## src/dma_ctrl_pkg.sv

```systemverilog
package dma_ctrl_pkg;

  localparam int NUM_CHAN = 4;

  // register indices seen on addr_low_nibble while programming
  localparam logic [3:0] IDX_STATUS_CMD = 4'h8; // read status, write command
  localparam logic [3:0] IDX_SW_REQ = 4'h9;
  localparam logic [3:0] IDX_MASK_ONE = 4'hA;
  localparam logic [3:0] IDX_MODE = 4'hB;
  localparam logic [3:0] IDX_CLR_PTR = 4'hC;
  localparam logic [3:0] IDX_TEMP_MCLR = 4'hD; // read temp, write master clear
  localparam logic [3:0] IDX_MASK_CLR = 4'hE;
  localparam logic [3:0] IDX_MASK_ALL = 4'hF;

  // command register bits
  localparam int CMD_M2M = 0;
  localparam int CMD_DISABLE = 2;
  localparam int CMD_REQ_LOW = 6;
  localparam int CMD_ACK_HIGH = 7;
  localparam logic [7:0] CMD_RESET = 8'h00;

  // mode register fields (bits 1:0 pick the channel)
  localparam int MODE_TYPE_LSB = 2;
  localparam int MODE_AUTOINIT = 4;
  localparam int MODE_DECR = 5;
  localparam int MODE_XFER_LSB = 6;
  localparam logic [1:0] TYPE_VERIFY = 2'h0;
  localparam logic [1:0] TYPE_WRITE = 2'h1; // peripheral to memory
  localparam logic [1:0] TYPE_READ = 2'h2; // memory to peripheral
  localparam logic [1:0] XFER_DEMAND = 2'h0;
  localparam logic [1:0] XFER_SINGLE = 2'h1;
  localparam logic [1:0] XFER_BLOCK = 2'h2;
  localparam logic [1:0] XFER_CASCADE = 2'h3;

  // single-bit mask / request write: bit 2 sets, bits 1:0 pick the channel
  localparam int SEL_SET_BIT = 2;

  localparam logic [3:0] MASK_RESET = 4'hF;
  localparam logic [15:0] WORD_RESET = 16'h0000;
  localparam logic [7:0] BYTE_RESET = 8'h00;

  typedef enum logic [6:0] {
    state_idle = 7'h01,
    req_wait_state = 7'h02,
    state_s1 = 7'h04,
    state_s2 = 7'h08,
    state_s3 = 7'h10,
    wait_state = 7'h20,
    state_s4 = 7'h40
  } dma_state_e;

  typedef struct packed {
    logic [15:0] base_addr;
    logic [15:0] base_count;
    logic [15:0] cur_addr;
    logic [15:0] cur_count;
    logic [7:0] mode;
  } chan_regs_s;

endpackage

```

## src/dma_controller.sv

```systemverilog
// Functional notes
// [RULE1] sixteen-bit address and count per channel
// [RULE2] reset clears state, sets masks, idles
// [RULE3] ready low inserts waits before S4
// [RULE4] request zero beats all others
// [RULE5] request polarity programmable, active high after reset
// [RULE6] host selects registers with chip select low
// [RULE7] host reads registers, writes control registers
// [RULE8] high address byte on data, strobe latch
// [RULE9] io strobes input idle, output active
// [RULE10] one register write per write falling edge
// [RULE11] terminal count pulses end-of-process low
// [RULE12] end of process stops, flags, clears request
// [RULE13] autoinit reloads, otherwise mask gets set
// [RULE14] memory copy ends on channel one count
// [RULE15] external end ignored without any acknowledge
// [RULE16] low nibble: select input idle, address active
// [RULE17] middle nibble driven only during service
// [RULE18] hold request from software or unmasked request
// [RULE19] one acknowledge, bus owned, polarity programmable
// [RULE20] address enable during service, chip select ignored
// [RULE21] idle, request wait, four service states
// [RULE22] memory copy: four read, four write states
// [RULE23] idle samples requests; program on select, no grant
// [RULE24] fixed order channel zero down to three
// [RULE25] byte pointer picks byte, cleared three ways
// [RULE26] everything synchronous to the single clock
// [RULE27] stay in request wait until grant seen
`timescale 1ns/1ns
module dma_controller
  import dma_ctrl_pkg::*;
(
  input wire logic clk, // system clock
  input wire logic srst, // synchronous reset, active high
  input wire logic [NUM_CHAN-1:0] chan_req, // peripheral requests
  output logic [NUM_CHAN-1:0] chan_ack, // channel acknowledges
  output logic bus_hold_req, // hold request to host
  input wire logic bus_hold_grant, // hold acknowledge from host
  input wire logic cs_n, // chip select, active low
  input wire logic ready, // slow device ready
  input wire logic [7:0] data_bus_in, // data bus sampled
  output logic [7:0] data_bus_out, // data bus driven
  output logic data_bus_oe, // data bus enable
  input wire logic [3:0] addr_low_nibble_in, // register select
  output logic [3:0] addr_low_nibble_out, // address bits 3:0
  output logic addr_low_nibble_oe, // low nibble enable
  output logic [3:0] addr_mid_nibble_out, // address bits 7:4
  output logic addr_mid_nibble_oe, // mid nibble enable
  input wire logic io_rd_n_in, // host io read
  output logic io_rd_n_out, // io read to peripheral
  output logic io_rd_n_oe, // io read enable
  input wire logic io_wr_n_in, // host io write
  output logic io_wr_n_out, // io write to peripheral
  output logic io_wr_n_oe, // io write enable
  output logic mem_rd_n, // memory read strobe
  output logic mem_rd_n_oe, // memory read enable
  output logic mem_wr_n, // memory write strobe
  output logic mem_wr_n_oe, // memory write enable
  input wire logic end_of_process_n_in, // end-of-process wire level
  output logic end_of_process_n_out, // always low when enabled
  output logic end_of_process_n_oe, // high pulls the line low
  output logic addr_latch_en, // enables external latch
  output logic addr_high_strobe // latches high address byte
);

  dma_state_e state_reg, state_next;
  chan_regs_s ch_reg [NUM_CHAN];
  logic [7:0] cmd_reg, temp_reg, rd_data_reg;
  logic [3:0] mask_reg, sw_req_reg, tc_reg;
  logic [1:0] act_ch_reg;
  logic m2m_reg, phase_reg, byte_ptr_reg, ext_eop_reg;
  logic io_rd_prev_reg, io_wr_prev_reg;
  logic [3:0] eff_req;
  logic [1:0] win_idx, step_ch;
  logic win_valid, start, prog, wr_fall, rd_end, mclr, clr;
  logic active, cascade, xfer_on, rd_ph, wr_ph, tc_now, term, count_step;
  logic [15:0] xfer_addr;
  logic [1:0] xtype, xmode;
  logic [3:0] ack_vec;
  logic [3:0] idx;

  // program condition: idle, selected, host still owns the bus
  assign prog = (state_reg == state_idle) && !cs_n && !bus_hold_grant; // [RULE23] [RULE20] [RULE6]
  assign idx = addr_low_nibble_in; // [RULE16]
  // falling write edge only; a held-low strobe writes once
  assign wr_fall = prog && io_wr_prev_reg && !io_wr_n_in; // [RULE10]
  assign rd_end = prog && !io_rd_prev_reg && io_rd_n_in;
  assign mclr = wr_fall && (idx == IDX_TEMP_MCLR);
  assign clr = srst | mclr;

  // edge history of host strobes, sampled every clock
  always_ff @(posedge clk)
  begin
    if (srst)
    begin
      io_rd_prev_reg <= 1'b1;
      io_wr_prev_reg <= 1'b1;
    end
    else
    begin
      io_rd_prev_reg <= io_rd_n_in; // [RULE26]
      io_wr_prev_reg <= io_wr_n_in;
    end
  end

  // polarity fix, mask, then software requests
  assign eff_req = ((chan_req ^ {NUM_CHAN{cmd_reg[CMD_REQ_LOW]}}) & ~mask_reg) | sw_req_reg; // [RULE5] [RULE18]

  chan_priority_arbiter u_arb (
    .req(eff_req),
    .win_idx(win_idx),
    .win_valid(win_valid)
  ); // [RULE4] [RULE24]

  assign start = win_valid && !cmd_reg[CMD_DISABLE];

  // decode of the running service
  assign active = !(state_reg == state_idle || state_reg == req_wait_state);
  assign xtype = ch_reg[act_ch_reg].mode[MODE_TYPE_LSB +: 2];
  assign xmode = ch_reg[act_ch_reg].mode[MODE_XFER_LSB +: 2];
  assign cascade = !m2m_reg && (xmode == XFER_CASCADE);
  assign xfer_on = active && !cascade;
  assign rd_ph = (state_reg == state_s2) || (state_reg == state_s3) || (state_reg == wait_state) ||
                 (state_reg == state_s4);
  assign wr_ph = (state_reg == state_s3) || (state_reg == wait_state) || (state_reg == state_s4);
  // memory copy: source is channel 0, destination and count channel 1
  assign step_ch = m2m_reg ? {1'b0, phase_reg} : act_ch_reg; // [RULE22]
  assign xfer_addr = ch_reg[step_ch].cur_addr;
  assign count_step = !m2m_reg || phase_reg;
  assign tc_now = (state_reg == state_s4) && count_step && (ch_reg[step_ch].cur_count == WORD_RESET); // [RULE14]
  assign term = (state_reg == state_s4) && (tc_now || ext_eop_reg); // [RULE12]

  // sequencer
  always_comb
  begin
    state_next = state_reg;
    case (state_reg)
      state_idle:
        if (start)
          state_next = req_wait_state; // [RULE21]
      req_wait_state:
        if (bus_hold_grant)
          state_next = state_s1; // [RULE27]
      state_s1:
        if (!cascade)
          state_next = state_s2;
        else if (!eff_req[act_ch_reg])
          state_next = state_idle; // cascaded master released its request
      state_s2:
        state_next = state_s3;
      state_s3:
        state_next = ready ? state_s4 : wait_state; // [RULE3]
      wait_state:
        state_next = ready ? state_s4 : wait_state; // [RULE3]
      state_s4:
        if (term)
          state_next = state_idle;
        else if (m2m_reg)
          state_next = state_s1; // [RULE22]
        else
          case (xmode)
            XFER_BLOCK: state_next = state_s1;
            XFER_DEMAND: state_next = eff_req[act_ch_reg] ? state_s1 : state_idle;
            default: state_next = state_idle; // single: give the bus back
          endcase
      default:
        state_next = state_idle;
    endcase
  end

  always_ff @(posedge clk)
  begin
    if (clr)
      state_reg <= state_idle; // [RULE2]
    else
      state_reg <= state_next;
  end

  // channel and phase latched when service starts
  always_ff @(posedge clk)
  begin
    if (clr)
    begin
      act_ch_reg <= 2'h0;
      m2m_reg <= 1'b0;
      phase_reg <= 1'b0;
    end
    else if (state_reg == state_idle && start)
    begin
      act_ch_reg <= win_idx;
      m2m_reg <= cmd_reg[CMD_M2M] && (win_idx == 2'h0);
      phase_reg <= 1'b0;
    end
    else if (state_reg == state_s4 && m2m_reg && !term)
      phase_reg <= !phase_reg; // [RULE22]
  end

  // per-channel address, count and mode
  genvar g;
  for (g = 0; g < NUM_CHAN; g++)
  begin : g_chan
    logic stepping, reload;
    assign stepping = (state_reg == state_s4) && (step_ch == 2'(g));
    assign reload = term && ch_reg[g].mode[MODE_AUTOINIT] && ((act_ch_reg == 2'(g)) || (step_ch == 2'(g)));

    always_ff @(posedge clk)
    begin
      if (clr)
        ch_reg[g] <= '0;
      else if (wr_fall && idx[3] == 1'b0 && idx[2:1] == 2'(g))
      begin
        // base and current load together, one byte per write
        if (idx[0])
        begin
          if (byte_ptr_reg)
          begin
            ch_reg[g].base_count[15:8] <= data_bus_in;
            ch_reg[g].cur_count[15:8] <= data_bus_in;
          end
          else
          begin
            ch_reg[g].base_count[7:0] <= data_bus_in;
            ch_reg[g].cur_count[7:0] <= data_bus_in;
          end
        end
        else if (byte_ptr_reg)
        begin
          ch_reg[g].base_addr[15:8] <= data_bus_in;
          ch_reg[g].cur_addr[15:8] <= data_bus_in;
        end
        else
        begin
          ch_reg[g].base_addr[7:0] <= data_bus_in;
          ch_reg[g].cur_addr[7:0] <= data_bus_in;
        end
      end
      else if (wr_fall && idx == IDX_MODE && data_bus_in[1:0] == 2'(g))
        ch_reg[g].mode <= data_bus_in;
      else if (reload)
      begin
        ch_reg[g].cur_addr <= ch_reg[g].base_addr; // [RULE13]
        ch_reg[g].cur_count <= ch_reg[g].base_count;
      end
      else if (stepping)
      begin
        // 16-bit wrap gives the full 64K span
        if (ch_reg[g].mode[MODE_DECR])
          ch_reg[g].cur_addr <= ch_reg[g].cur_addr - 16'h0001; // [RULE1]
        else
          ch_reg[g].cur_addr <= ch_reg[g].cur_addr + 16'h0001; // [RULE1]
        if (count_step)
          ch_reg[g].cur_count <= ch_reg[g].cur_count - 16'h0001;
      end
    end
  end

  // command register
  always_ff @(posedge clk)
  begin
    if (clr)
      cmd_reg <= CMD_RESET; // [RULE2] [RULE5] [RULE19]
    else if (wr_fall && idx == IDX_STATUS_CMD)
      cmd_reg <= data_bus_in; // [RULE7]
  end

  // mask bits: reset sets all; end of process masks a one-shot channel
  always_ff @(posedge clk)
  begin
    if (clr)
      mask_reg <= MASK_RESET; // [RULE2]
    else if (term && !ch_reg[act_ch_reg].mode[MODE_AUTOINIT])
      mask_reg[act_ch_reg] <= 1'b1; // [RULE13]
    else if (wr_fall && idx == IDX_MASK_ONE)
      mask_reg[data_bus_in[1:0]] <= data_bus_in[SEL_SET_BIT];
    else if (wr_fall && idx == IDX_MASK_CLR)
      mask_reg <= 4'h0;
    else if (wr_fall && idx == IDX_MASK_ALL)
      mask_reg <= data_bus_in[3:0];
  end

  // software requests, dropped at end of process
  always_ff @(posedge clk)
  begin
    if (clr)
      sw_req_reg <= 4'h0; // [RULE2]
    else if (term)
      sw_req_reg[act_ch_reg] <= 1'b0; // [RULE12]
    else if (wr_fall && idx == IDX_SW_REQ)
      sw_req_reg[data_bus_in[1:0]] <= data_bus_in[SEL_SET_BIT];
  end

  // terminal count flags; a new count wins over the read that clears
  always_ff @(posedge clk)
  begin
    if (clr)
      tc_reg <= 4'h0; // [RULE2]
    else
    begin
      for (int k = 0; k < NUM_CHAN; k++)
      begin
        if (term && (act_ch_reg == k[1:0] || (m2m_reg && step_ch == k[1:0])))
          tc_reg[k] <= 1'b1; // [RULE12]
        else if (rd_end && idx == IDX_STATUS_CMD)
          tc_reg[k] <= 1'b0;
      end
    end
  end

  // temporary byte for memory copies
  always_ff @(posedge clk)
  begin
    if (clr)
      temp_reg <= BYTE_RESET; // [RULE2]
    else if (state_reg == state_s4 && m2m_reg && !phase_reg)
      temp_reg <= data_bus_in; // [RULE22]
  end

  // byte pointer advances after each address or count byte
  always_ff @(posedge clk)
  begin
    if (clr)
      byte_ptr_reg <= 1'b0; // [RULE25] [RULE2]
    else if (wr_fall && idx == IDX_CLR_PTR)
      byte_ptr_reg <= 1'b0; // [RULE25]
    else if ((wr_fall || rd_end) && idx[3] == 1'b0)
      byte_ptr_reg <= !byte_ptr_reg; // [RULE25]
  end

  // read data registered from the selected source
  always_ff @(posedge clk)
  begin
    if (srst)
      rd_data_reg <= BYTE_RESET;
    else if (idx[3] == 1'b0)
    begin
      if (idx[0])
        rd_data_reg <= byte_ptr_reg ? ch_reg[idx[2:1]].cur_count[15:8] : ch_reg[idx[2:1]].cur_count[7:0]; // [RULE7]
      else
        rd_data_reg <= byte_ptr_reg ? ch_reg[idx[2:1]].cur_addr[15:8] : ch_reg[idx[2:1]].cur_addr[7:0]; // [RULE7]
    end
    else if (idx == IDX_STATUS_CMD)
      rd_data_reg <= {eff_req, tc_reg}; // [RULE7]
    else if (idx == IDX_TEMP_MCLR)
      rd_data_reg <= temp_reg; // [RULE7]
    else
      rd_data_reg <= BYTE_RESET;
  end

  // external end only counts while an acknowledge is out
  always_ff @(posedge clk)
  begin
    if (clr || state_reg == state_idle)
      ext_eop_reg <= 1'b0;
    else if (active && !m2m_reg && !end_of_process_n_in && !end_of_process_n_oe)
      ext_eop_reg <= 1'b1; // [RULE15] [RULE12]
  end

  // bus ownership and address outputs
  assign bus_hold_req = (state_reg != state_idle); // [RULE18]
  assign addr_latch_en = active; // [RULE20]
  assign addr_high_strobe = (state_reg == state_s1) && !cascade; // [RULE8]
  assign addr_low_nibble_out = xfer_addr[3:0];
  assign addr_low_nibble_oe = xfer_on; // [RULE16]
  assign addr_mid_nibble_out = xfer_addr[7:4];
  assign addr_mid_nibble_oe = xfer_on; // [RULE17]

  // data bus: host read, high address byte, or copy data
  always_comb
  begin
    if (state_reg == state_s1)
      data_bus_out = xfer_addr[15:8]; // [RULE8]
    else if (m2m_reg && phase_reg)
      data_bus_out = temp_reg;
    else
      data_bus_out = rd_data_reg; // [RULE7]
  end
  assign data_bus_oe = (prog && !io_rd_n_in) || ((state_reg == state_s1) && !cascade) ||
                       (m2m_reg && phase_reg && rd_ph);

  // strobes; outside memory copies, verify and cascade keep them all high
  assign mem_rd_n = !(rd_ph && (m2m_reg ? !phase_reg : (!cascade && xtype == TYPE_READ))); // [RULE3]
  assign mem_wr_n = !(wr_ph && (m2m_reg ? phase_reg : (!cascade && xtype == TYPE_WRITE))); // [RULE3]
  assign io_rd_n_out = !(rd_ph && !m2m_reg && !cascade && xtype == TYPE_WRITE);
  assign io_wr_n_out = !(wr_ph && !m2m_reg && !cascade && xtype == TYPE_READ);
  assign mem_rd_n_oe = xfer_on;
  assign mem_wr_n_oe = xfer_on;
  assign io_rd_n_oe = xfer_on; // [RULE9]
  assign io_wr_n_oe = xfer_on; // [RULE9]

  // open drain: only ever pulled low, for one S4
  assign end_of_process_n_out = 1'b0;
  assign end_of_process_n_oe = tc_now; // [RULE11] [RULE14]

  // acknowledge: one hot, only while the bus is ours, none for copies
  assign ack_vec = (active && !m2m_reg) ? (4'h1 << act_ch_reg) : 4'h0; // [RULE19]
  assign chan_ack = cmd_reg[CMD_ACK_HIGH] ? ack_vec : ~ack_vec; // [RULE19]

endmodule // dma_controller

```

## src/chan_priority_arbiter.sv

```systemverilog
`timescale 1ns/1ns
module chan_priority_arbiter
  import dma_ctrl_pkg::*;
(
  input wire logic [NUM_CHAN-1:0] req, // effective requests
  output logic [1:0] win_idx, // winning channel
  output logic win_valid // any request pending
);

  logic [NUM_CHAN-1:0] onehot;

  // lower index always wins
  genvar i;
  for (i = 0; i < NUM_CHAN; i++)
  begin : g_pri
    if (i == 0)
    begin : g_top
      assign onehot[i] = req[i];
    end
    else
    begin : g_rest
      assign onehot[i] = req[i] & ~(|req[i-1:0]);
    end
  end

  assign win_valid = |req;
  assign win_idx = {onehot[3] | onehot[2], onehot[3] | onehot[1]};

endmodule // chan_priority_arbiter

```

## config.mk

```make
export PLATFORM = sky130hd
export DESIGN_NAME = dma_controller
export DESIGN_NICKNAME = d
export VERILOG_FILES = /design/src/dma_ctrl_pkg.sv /design/src/dma_controller.sv /design/src/chan_priority_arbiter.sv
export SDC_FILE = /design/constraint.sdc
export NUM_CORES = 1
export LEC_CHECK = 0
export ABC_AREA = 1
export BUFFER_PORTS_ARGS = -buffer_cell sky130_fd_sc_hd__buf_2
export CORE_UTILIZATION = 50
export CTS_CLUSTER_SIZE = 14
export DETAILED_ROUTE_END_ITERATION = 8
export PLACE_DENSITY = 0.67
export SKIP_LAST_GASP = 1
export SLEW_MARGIN = 20
export SYNTH_ARGS = -nofsm -noshare
export SYNTH_HDL_FRONTEND = slang
export SYNTH_HIERARCHICAL = 1
export SYNTH_SLANG_ARGS = --single-unit
```

## constraint.sdc

```tcl
create_clock -name clk -period 2.8 [get_ports clk]
set_input_delay 0.14 -clock clk [delete_from_list [all_inputs] [get_ports clk]]
set_output_delay 0.14 -clock clk [all_outputs]
set_load 0.02 [all_outputs]
```

* Word-level counts from Yosys, hierarchy flattened *
Memories as Yosys holds them, arrays and structs flattened. A register that Yosys moved wholly into a read port is not among the register bits.
Cells that the tools add are included.

storage, ports and cells
  flip-flop bits (word level) = 51
  RAM bits = 288
  input port bits = 24
  output and inout bits = 36
  logic and storage cells = 592
  memories kept = 1

operators by class
  add/subtract/negate cells = 12
  $lt $le $gt $ge = 4
  equality and inequality tests = 35
  shift operators = 1
  muxes and demuxes = 293
  bitwise operators = 94
  reduce and logical (&&, ||, !) cells = 135

memory list
  memory  words  bits a word  rd ports  clocked after memory_dff  wr ports  RTL line              text
  ch_reg  4      72           7         1                         4         dma_controller.sv:67  chan_regs_s ch_reg [NUM_CHAN];

operators with widths
  kind                                                 number
  2-to-1 mux 8 bit                                     84
  2-to-1 mux 1 bit                                     183
  subtractor 16 x 1 -> 16 bit (second input constant)  8
  bitwise OR 1 bit                                     79
  logical AND 1 bit                                    76
  adder 16 x 1 -> 16 bit (second input constant)       4
  case mux 7 bit (6 select lines)                      1
  2-to-1 mux 7 bit                                     5
  == test 4 bit (second input constant)                8
  2-to-1 mux 4 bit                                     8
  == test 2 bit (second input constant)                11
  logical OR 1 bit                                     20
  logical NOT 1 bit                                    19
  logical NOT 16 bit                                   1
  logical NOT 2 bit                                    6
  inverter 4 bit                                       3
  == test 2 x 1 -> 1 bit (second input constant)       5
  nonzero test 2 bit                                   5
  2-to-1 mux 3 bit                                     3
  AND 4 bit                                            2
  bitwise mux 4 bit                                    2
  bitwise OR 4 bit                                     2
  OR reduction 2 bit                                   4
  == test 7 x 1 -> 1 bit (second input constant)       1
  23 further kinds                                     34

* Longest topological paths before layout *
Gate-level depths: netlist of run 1.

  word-level depth = 16
  gate-level depth with buffers = 18

* By module *
The synthesis of run 1 kept the hierarchy.

by module, submodules not included
  module                 instances  cells each  area each (µm²)  seq. area each (µm²)
  dma_controller         1          2660        20860.0          9389.0
  chan_priority_arbiter  1          8           36.3             0.0

* Least setup slack after synthesis of run 1 *
OpenSTA, ideal clock, no wires.

  path kind = reg2reg
  start point = memory ch_reg[3][14] in the netlist's numbering
  end point = memory ch_reg[1][10] in the netlist's numbering, enable pin
  library setup time = 0.337 ns
  arrival = 2.148 ns
  required time = 2.463 ns
  path slack = 0.315 ns
  cell stages (with the launch flop) = 15
  period minus slack after synthesis = 2.485 ns
  cells stage by stage = edfxtp_1 -> nor2_1 -> nand2_1 -> nor2_1 -> nand2_1 -> nand2_1 -> nand2_1 -> nor2_2 -> nor2_1 -> nor2_4 -> nand3_4 -> nor2_8 -> buf_4 -> nor2_1 -> nand3_1

RTL lines
  what         RTL line
  from (decl)  dma_controller.sv:67

* Final worst setup path of run 1 *
  start point = register m2m_reg
  end point = output port data_bus_out[3]

on the way
  longest elaborated chain between the ends = 3
  elaborated cells between the ends (all ways) = 5

RTL lines
  what                                                                 RTL line                                      text
  from (decl)                                                          dma_controller.sv:71                          logic m2m_reg, phase_reg, byte_ptr_reg, ext_eop_reg;
  from (signal assigned)                                               dma_controller.sv:191                         m2m_reg <= cmd_reg[CMD_M2M] && (win_idx == 2'h0);
  2-to-1 mux 2 bit / logical AND 1 bit (equally long branches)         dma_controller.sv:127, dma_controller.sv:372
  memory read (4 x 72 bit) / 2-to-1 mux 8 bit (equally long branches)  -
  2-to-1 mux 8 bit *                                                   dma_controller.sv:370                         if (state_reg == state_s1)
  to (decl)                                                            dma_controller.sv:42                          output logic [7:0] data_bus_out,

Mark *: on every way between the ends. The rest lies on a longest branch, timed or not.

==> results of run 1 <==
==> layout make-up <==
class	instances	area, µm²
clock inverters	24	225
multi-input cells	1900	10000
clock buffers	49	1080
repair buffers	288	2230
inverters	325	1230
flip-flops and latches	329	9390
fillers	3706	16200
well taps	532	666
==> synth_stat cells (3+ instances only) <==
cell type,instances
nor2_4,11
buf_4,17
o22ai_1,54
edfxtp_1,280
ha_1,12
nand3_4,4
nand3_2,7
nand3_1,165
o31ai_1,4
nor4_1,10
dfxtp_1,49
nor2_2,10
o21bai_1,5
nand2_1,545
inv_2,17
clkbuf_1,61
nor3b_1,6
nand2_2,6
buf_6,7
xor2_1,107
a32oi_1,3
o21ai_0,124
nand3b_1,20
inv_1,297
a221oi_1,8
o21a_1,4
nand4_1,62
xnor2_1,18
o211ai_1,5
nor2_1,415
o221ai_1,25
or2_2,10
buf_1,7
clkinv_1,11
nor3_1,52
o2111ai_1,10
buf_2,22
a21oi_1,98
o21ai_1,38
a31oi_1,13
a22oi_1,28
==> stage by stage <==
stage          utilization (%)  cells  TNS, ps  instance area (µm²)  power, mW
6_report                  60.6   3447    -17.4                24900       12.1
5_1_grt                   60.6   3447     -534                24900       12.4
4_1_cts                   59.5   3433     -128                24400       12.0
3_5_place_dp              55.7   3340   -10060                22900       6.75
3_3_place_gp              55.7   3340    -4190                22900       6.74
2_1_floorplan                -   2668        0                20900       6.24
==> metal layers <==
| layer | wire length, µm | share of wire [%] | vias up |
|---|---|---|---|
| met2 | 35400 | 45 | 1155 |
| met1 | 31200 | 39 | 9830 |
| met3 | 8860 | 11 | 195 |
| met4 | 3680 | 4.7 | 4 |
| li1 | - | - | 9446 |
| met5 | 27 | 0.034 | - |
==> power groups by stage <==
stage | sequential, mW | clock [mW] | combinational, mW
3_3_place_gp | 5.67 | 0 | 1.07
5_1_grt | 5.60 | 5.52 | 1.23
2_1_floorplan | 5.64 | 0 | 0.602
6_report | 5.58 | 5.32 | 1.17
3_5_place_dp | 5.68 | 0 | 1.07
4_1_cts | 5.58 | 5.34 | 1.10
==> cells by family after synthesis <==
| logic type | synth area share [%] |
|---|---|
| compound gates | 12.2 |
| xor+xnor | 5.24 |
| buf+inv | 8.60 |
| flops | 44.9 |
| other cells | 0.0179 |
| simple gates | 28.3 |
| fa+ha+maj | 0.719 |
==> repair_timing <==
item	CTS	global route
hold buffers	12	0
endpoints found under the setup margin	69	267
gates resized for setup	14	87
pin swaps	2	10
endpoints found under the hold margin	20	0
setup buffers	7	13
cloned	1	1
==> critical path, cell delays in order (launching register included) <==
cell and delay [ps]:
dfxtp_2 370, nor2_4 130, inv_2 40, nor2_2 180, buf_6 200, inv_1 160
o221ai_1 280, a221oi_2 80, buf_4 170, a31oi_2 260, buf_4 210
==> worst min-delay path by stage <==
stage	end	slack (ps)	depth (start not counted)
2_1_floorplan	state_reg[5]	220	1
3_3_place_gp	state_reg[5]	320	2
3_5_place_dp	state_reg[5]	320	2
4_1_cts	ch_reg[0][65]	10	3
5_1_grt	temp_reg[3]	50	3
6_report	ch_reg[0][65]	40	3
==> metrics.md, run 1 <==
| Metric | Value |
|---|---|
| Met3 Track Usage GR | 6.64% |
| Max-slew violations | 0 |
| Total GRT Usage | 37.2% |
| CTS buffer count | 40 |
| Worst EP arrival | 2680 ps |
| Worst-Margin Slew | 1100 ps |
| Die height | 206 µm |
| Max FO, Critical Path | 10 |
| Reg2reg setup slack | 100 ps |
| Clock Pin Slew Worst Setup and Hold Paths | 60 ps |
| Setup-failing EPs final | 1 |
| Synthesis-to-layout area growth | 19.0% |
| Port Buf Inserts | 58 |
| CP Class | flip-flop to primary output |
| Commonest non-fill, non-tap cell in the layout | nand2_1 |
| Cells after Synth | 2668 |
| Hold Path Origin | data_bus_in[1] |
| Peak VDD IR | 501 µV |
| First-pass GRT wire length | 117 mm |
| Layout cell share with drive strength beyond 1 | 16.3% |
| Most frequent cells in the layout | nand2_1, nor2_1, inv_1, edfxtp_1, buf_4 |
| Seq pwr share | 46.3% |
| MaxCap Viol Count | 0 |
| NetSw | 3.16 mW |
| Place WS | -276 ps |
| Via count | 20600 |
| Outcome | finished with violations |
| Switching share of total power | 26.2% |
| Tmin final | 2820 ps |
| FFs w/ async S/R, synth | 0% |
| Met1 Use GR | 50.4% |
| FMAX | 0.355 GHz |
| Critical R2R Capture | ch_reg[3][22] |
| GRT Max-Usage Layer | met2 |
| Clock Latency Late Sink | 590 ps |
| Drt pass-1 iters | 6 |
| Leakage | 10.6 nW |
| Routability cong. | 1.02 |
| Num rows | 74 |
| Syn avg cell area | 7.83 µm² |
| Period utilization | 101% |
| # IOs | 60 |
| N_diodes | 0 |
| Final ANT Viol Nets | 0 |
| Die Area | 42600 µm² |
| Kind of start point of the critical path | flip-flop |
| Clk buf depth | 3 |
| CTS Root Cell | clkbuf_16 |
| Initial antenna violation count | 2 |
| H-tree depth | 2 |
| Synth top area share | 40.2% |
| R2R Path Start | ch_reg[0][8] |
| Clock power share | 44.1% |
| Vias in the first global route | 19200 |
| Final nets | 2920 |
| Mapped cell area | 20900 µm² |
| FF+latch count, synth | 329 |
| Seq/Total Area, Yosys | 44.9% |
| Req. time, crit path | 2660 ps |
| Post-route setup slack | -17.4 ps |
| Starting Density | 50.9% |
| Met2 usage | 58.2% |
| Total gr overflow | 0 |
| Worst Setup SP | m2m_reg |
| Drc violations | 0 |
| Mapped Nets | 2704 |
| Worst hold path type | input port to flip-flop |
| Setup crit end kind | primary output |
| Total core area | 41000 µm² |
| Setup crit end | data_bus_out[3] |
| Final hold vios | 0 |
| Internal power | 8.91 mW |
| Failing checks | negative setup slack |
| Post-DP HPWL | 58.7 mm |
| Library cells used by synthesis | 57 |
| CTS tree | yes |
| Largest area contributor in the netlist | edfxtp_1 |
| Synth warnings | 6 |
| Avg WL per Cell | 23.0 µm |
| Die X | 206 µm |
| PwrDens | 485 nW/µm² |
| WHS | 42.4 ps |
| CTS Sinks | 329 |
| Top post-synthesis cells by area | edfxtp_1, nand2_1, nor2_1, inv_1, dfxtp_1 |
| R2R depth | 14 |
| Post-synth EDFFs | 280 |
| Unrepaired setup endpoints after global routing | true |
| Max reg flops | 280 |
| Largest net degree at the start of global routing | 51 |
| DR iter-0 viols | 2427 |
| Final Skew | 29.6 ps |
| Slew headroom | 25.6% |
| DR vias/cell | 5.98 |
| Comb pwr share | 9.7% |
| Synth Flop Type | edfxtp_1 |
| Final WL | 79.1 mm |
Note: power is estimated with default switching activity, not from simulation.
==> run 2, diff against run 1 <==
--- a/config.mk
+++ b/config.mk
@@ -10,3 +10,2 @@
 export CORE_UTILIZATION = 50
-export CTS_CLUSTER_SIZE = 14
 export DETAILED_ROUTE_END_ITERATION = 8
@@ -17,3 +16,2 @@
 export SYNTH_HDL_FRONTEND = slang
-export SYNTH_HIERARCHICAL = 1
 export SYNTH_SLANG_ARGS = --single-unit
==> constraint.sdc (replaced) <==
create_clock -name clk -period 2.8 [get_ports clk]
set_input_delay 0.42 -clock clk [delete_from_list [all_inputs] [get_ports clk]]
set_output_delay 0.42 -clock clk [all_outputs]
set_load 0.02 [all_outputs]
==> metrics.md, run 2 <==
| Metric | Value |
|---|---|
| Setup_tns | -247 ps (-230 ps) |
| Hold endpoint | state_reg[5] |
| CTS tree | yes |
| Crit path top cell by count | buf_4 |
| Max layer used | met4 |
| Layout fillers | 3553 (-4.1%) |
| Synth top area share | 41.2% (+0.95 points) |
| Most numerous cell in the Yosys netlist | nand2_1 |
| Clk buf depth | 3 (unchanged) |
| Die height | 204 µm (-1.2%) |
| Drc violations | 0 (unchanged) |
| Final Instance Area | 24700 µm² (-0.61%) |
| Library cells used by synthesis | 63 (+11%) |
| Die X | 204 µm (-1.2%) |
| Kind of start point of the critical path | flip-flop |
| Largest area contributor in the netlist | edfxtp_1 |
| Synthesis-to-layout area growth | 21.1% |
| Post-DP HPWL | 57.9 mm (-1.5%) |
| Final WL | 77.4 mm (-2.2%) |
| Via count | 20100 (-2.6%) |
| Seq/Total Area, Yosys | 46.0% (+1.1 points) |
| Failing checks | negative setup slack |
| FF+latch count, synth | 329 (unchanged) |
| DR iter-0 viols | 2497 (+2.9%) |
| Top post-synthesis cells by area | edfxtp_1, nand2_1, nor2_1, dfxtp_1, xor2_1 |
| Num rows | 73 (-1.4%) |
| Max FO, Critical Path | 4 (-6) |
| Met1 Routed Length | 31.8 mm (+1.9%) |
| Max reg flops | 280 (unchanged) |
| Clock Pin Slew Worst Setup and Hold Paths | 50 ps (about the same) |
| Mapped cell area | 20400 µm² (-2.3%) |
| Total gr overflow | 0 (unchanged) |
| Cells after Synth | 2548 (-4.5%) |
| Vias in the first global route | 18700 (-2.5%) |
| Req. time, crit path | 2380 ps (-280 ps) |
| Avg WL per Cell | 23.1 µm (+0.63%) |
| R2R Path Start | ch_reg[0][12] |
| Outcome | finished with violations |
| Layout cell share with drive strength beyond 1 | 20.0% (+3.7 points) |
| CTS buffer count | 40 (unchanged) |
| Total GRT Usage | 36.8% (-0.46 points) |
| Peak VDD IR | 367 µV (-27%) |
| DP Area | 22700 µm² (-0.80%) |
| Final ANT Viol Nets | 0 (unchanged) |
| Worst Hold Path Cells | 2 (-1) |
| FMAX | 0.347 GHz (-2.2%) |
| Setup-failing EPs final | 5 (+4) |
| Top cells by count, synth | nand2_1, nor2_1, edfxtp_1 |
| Synth Flop Type | edfxtp_1 |
| First-pass GRT wire length | 114 mm (-2.7%) |
| Met3 routed WL | 8.07 mm (-9.0%) |
| CTS Root Cell | clkbuf_16 |
| Most frequent cells in the layout | nand2_1, nor2_1, edfxtp_1, buf_4, inv_1 |
| Syn avg cell area | 8.01 µm² (+2.3%) |
| CP Class | flip-flop to primary output |
| Die Area | 41600 µm² (-2.3%) |
| Hold Path Origin | ready |
| Worst hold path type | input port to flip-flop |
| Final nets | 2831 (-3.0%) |
| DR vias/cell | 5.99 (+0.17%) |
| Routability cong. | 1.09 (+7.0%) |
| Final core occ | 61.8% (+1.2 points) |
| Mapped Nets | 2584 (-4.4%) |
| CTS Sinks | 329 (unchanged) |
| Starting Density | 51.0% (+0.077 points) |
| FFs w/ async S/R, synth | 0% (unchanged) |
| Largest net degree at the start of global routing | 29 (-43%) |
| H-tree depth | 2 (unchanged) |
| MaxCap Viol Count | 0 (unchanged) |
| Leakage | 10.4 nW (-2.7%) |
| Initial antenna violation count | 0 (-2) |
| Overall Power | 12.0 mW (-0.62%) |
| Worst-Margin Slew | 540 ps (-565 ps) |
| Max-slew violations | 0 (unchanged) |
| Final Skew | 12.2 ps (-17.4 ps) |
| Post-synth EDFFs | 280 (unchanged) |
| Port Buf Inserts | 58 (unchanged) |
| Metal2 WL | 34.3 mm (-3.1%) |
| Post-route setup slack | -79.9 ps (-62.5 ps) |
| Setup crit end kind | primary output |
| WHS | 19.7 ps (-22.7 ps) |
| # IOs | 60 (unchanged) |
| Drt pass-1 iters | 6 (unchanged) |
| Slew headroom | 63.7% (+38 points) |
| Total core area | 40000 µm² (-2.5%) |
| Clock Latency Late Sink | 570 ps (-20 ps) |
| Period utilization | 103% (+2.2 points) |
| Slowest CP cell | dfxtp_1 |
| Unrepaired setup endpoints after global routing | true |
| R2R depth | 13 (-1) |
| CP peak stage delay | 360 ps (about the same) |
| PwrDens | 485 nW/µm² (about the same) |
| Final hold vios | 0 (unchanged) |
| N_diodes | 0 (unchanged) |
| Critical R2R Capture | ch_reg[0][8] |
| Synth warnings | 0 (-6) |
| Commonest non-fill, non-tap cell in the layout | nand2_1 |
| Worst EP arrival | 2460 ps (-220 ps) |
| Crit path cell chain | inv_1 > nand2_2 > nor4_4 > buf_4 > buf_8 > o221ai_2 > a221oi_2 > a31oi_2 > buf_4 |
| Tmin final | 2880 ps (+62.5 ps) |
| Reg2reg setup slack | 30 ps (-70 ps) |
| Hold_buf cts | 0 (-12) |
## run 2: routing by layer
metal  vias to the layer above  global-route usage, %
met5                         -                      0
met4                         0                   15.1
met3                       195                   5.64
met2                      1175                   56.8
met1                      9543                   51.5
li1                       9176                      -
## run 2: critical path, delay by kind of cell (launching register included)
kind	cells	cell delay [ps]
simple gates	2	390
flops	1	360
buf+inv	4	620
compound gates	3	530
## run 2: worst max path at each step
stage	from	end	slack [ps]
global route	ch_reg[0][12]	ch_reg[2][8]	-130
finish	state_reg[0]	data_bus_out[4]	-80
CTS	state_reg[4]	data_bus_out[6]	-60
floorplan	ch_reg[3][16]	ch_reg[0][10]	260
detailed placement	ch_reg[0][12]	ch_reg[2][11]	-80
global placement	ch_reg[0][19]	ch_reg[2][14]	-20
## run 2: cells by family after synthesis
kind of cell	after synthesis	synth area share, %
and+or+nand+nor	1232	26.7
AOI/OAI and AO/OA	471	13.6
buffers and inverters	379	7.63
DFF	329	46.0
xor gates and xnor gates	124	5.32
adders and majority gates	12	0.736
other	1	0.0184
## run 2: final cells by class
type | instances | area, µm² | area share (%)
Multi-Input combinational cell | 1841 | 9950 | 40.3
Sequential cell | 329 | 9400 | 38.0
Timing Repair Buffer | 316 | 2440 | 9.87
Clock buffer | 46 | 1020 | 4.14
Inverter | 267 | 1010 | 4.10
Tap cell | 525 | 657 | 2.66
Clock inverter | 27 | 231 | 0.937
## run 2: timing repair
item / 4_1_cts / 5_1_grt
pin swaps: 6 / 16
setup endpoints to repair: 89 / 255
buffers inserted: 8 / 20
gates resized for setup: 43 / 97
cloned: 0 / 2
## run 2: stage by stage
stage / worst slack, ps / cells
floorplan: 257 / 2548
global placement: -20.0 / 3248
detailed placement: -77.1 / 3248
CTS: -56.5 / 3329
global route: -134 / 3351
finish: -79.9 / 3351
## run 2: power by group
group          switching, mW  total, mW  internal, mW
Sequential             0.129       5.60          5.47
Combinational          0.893       1.28         0.389
Clock                   2.20       5.11          2.91
Total                   3.22       12.0          8.77
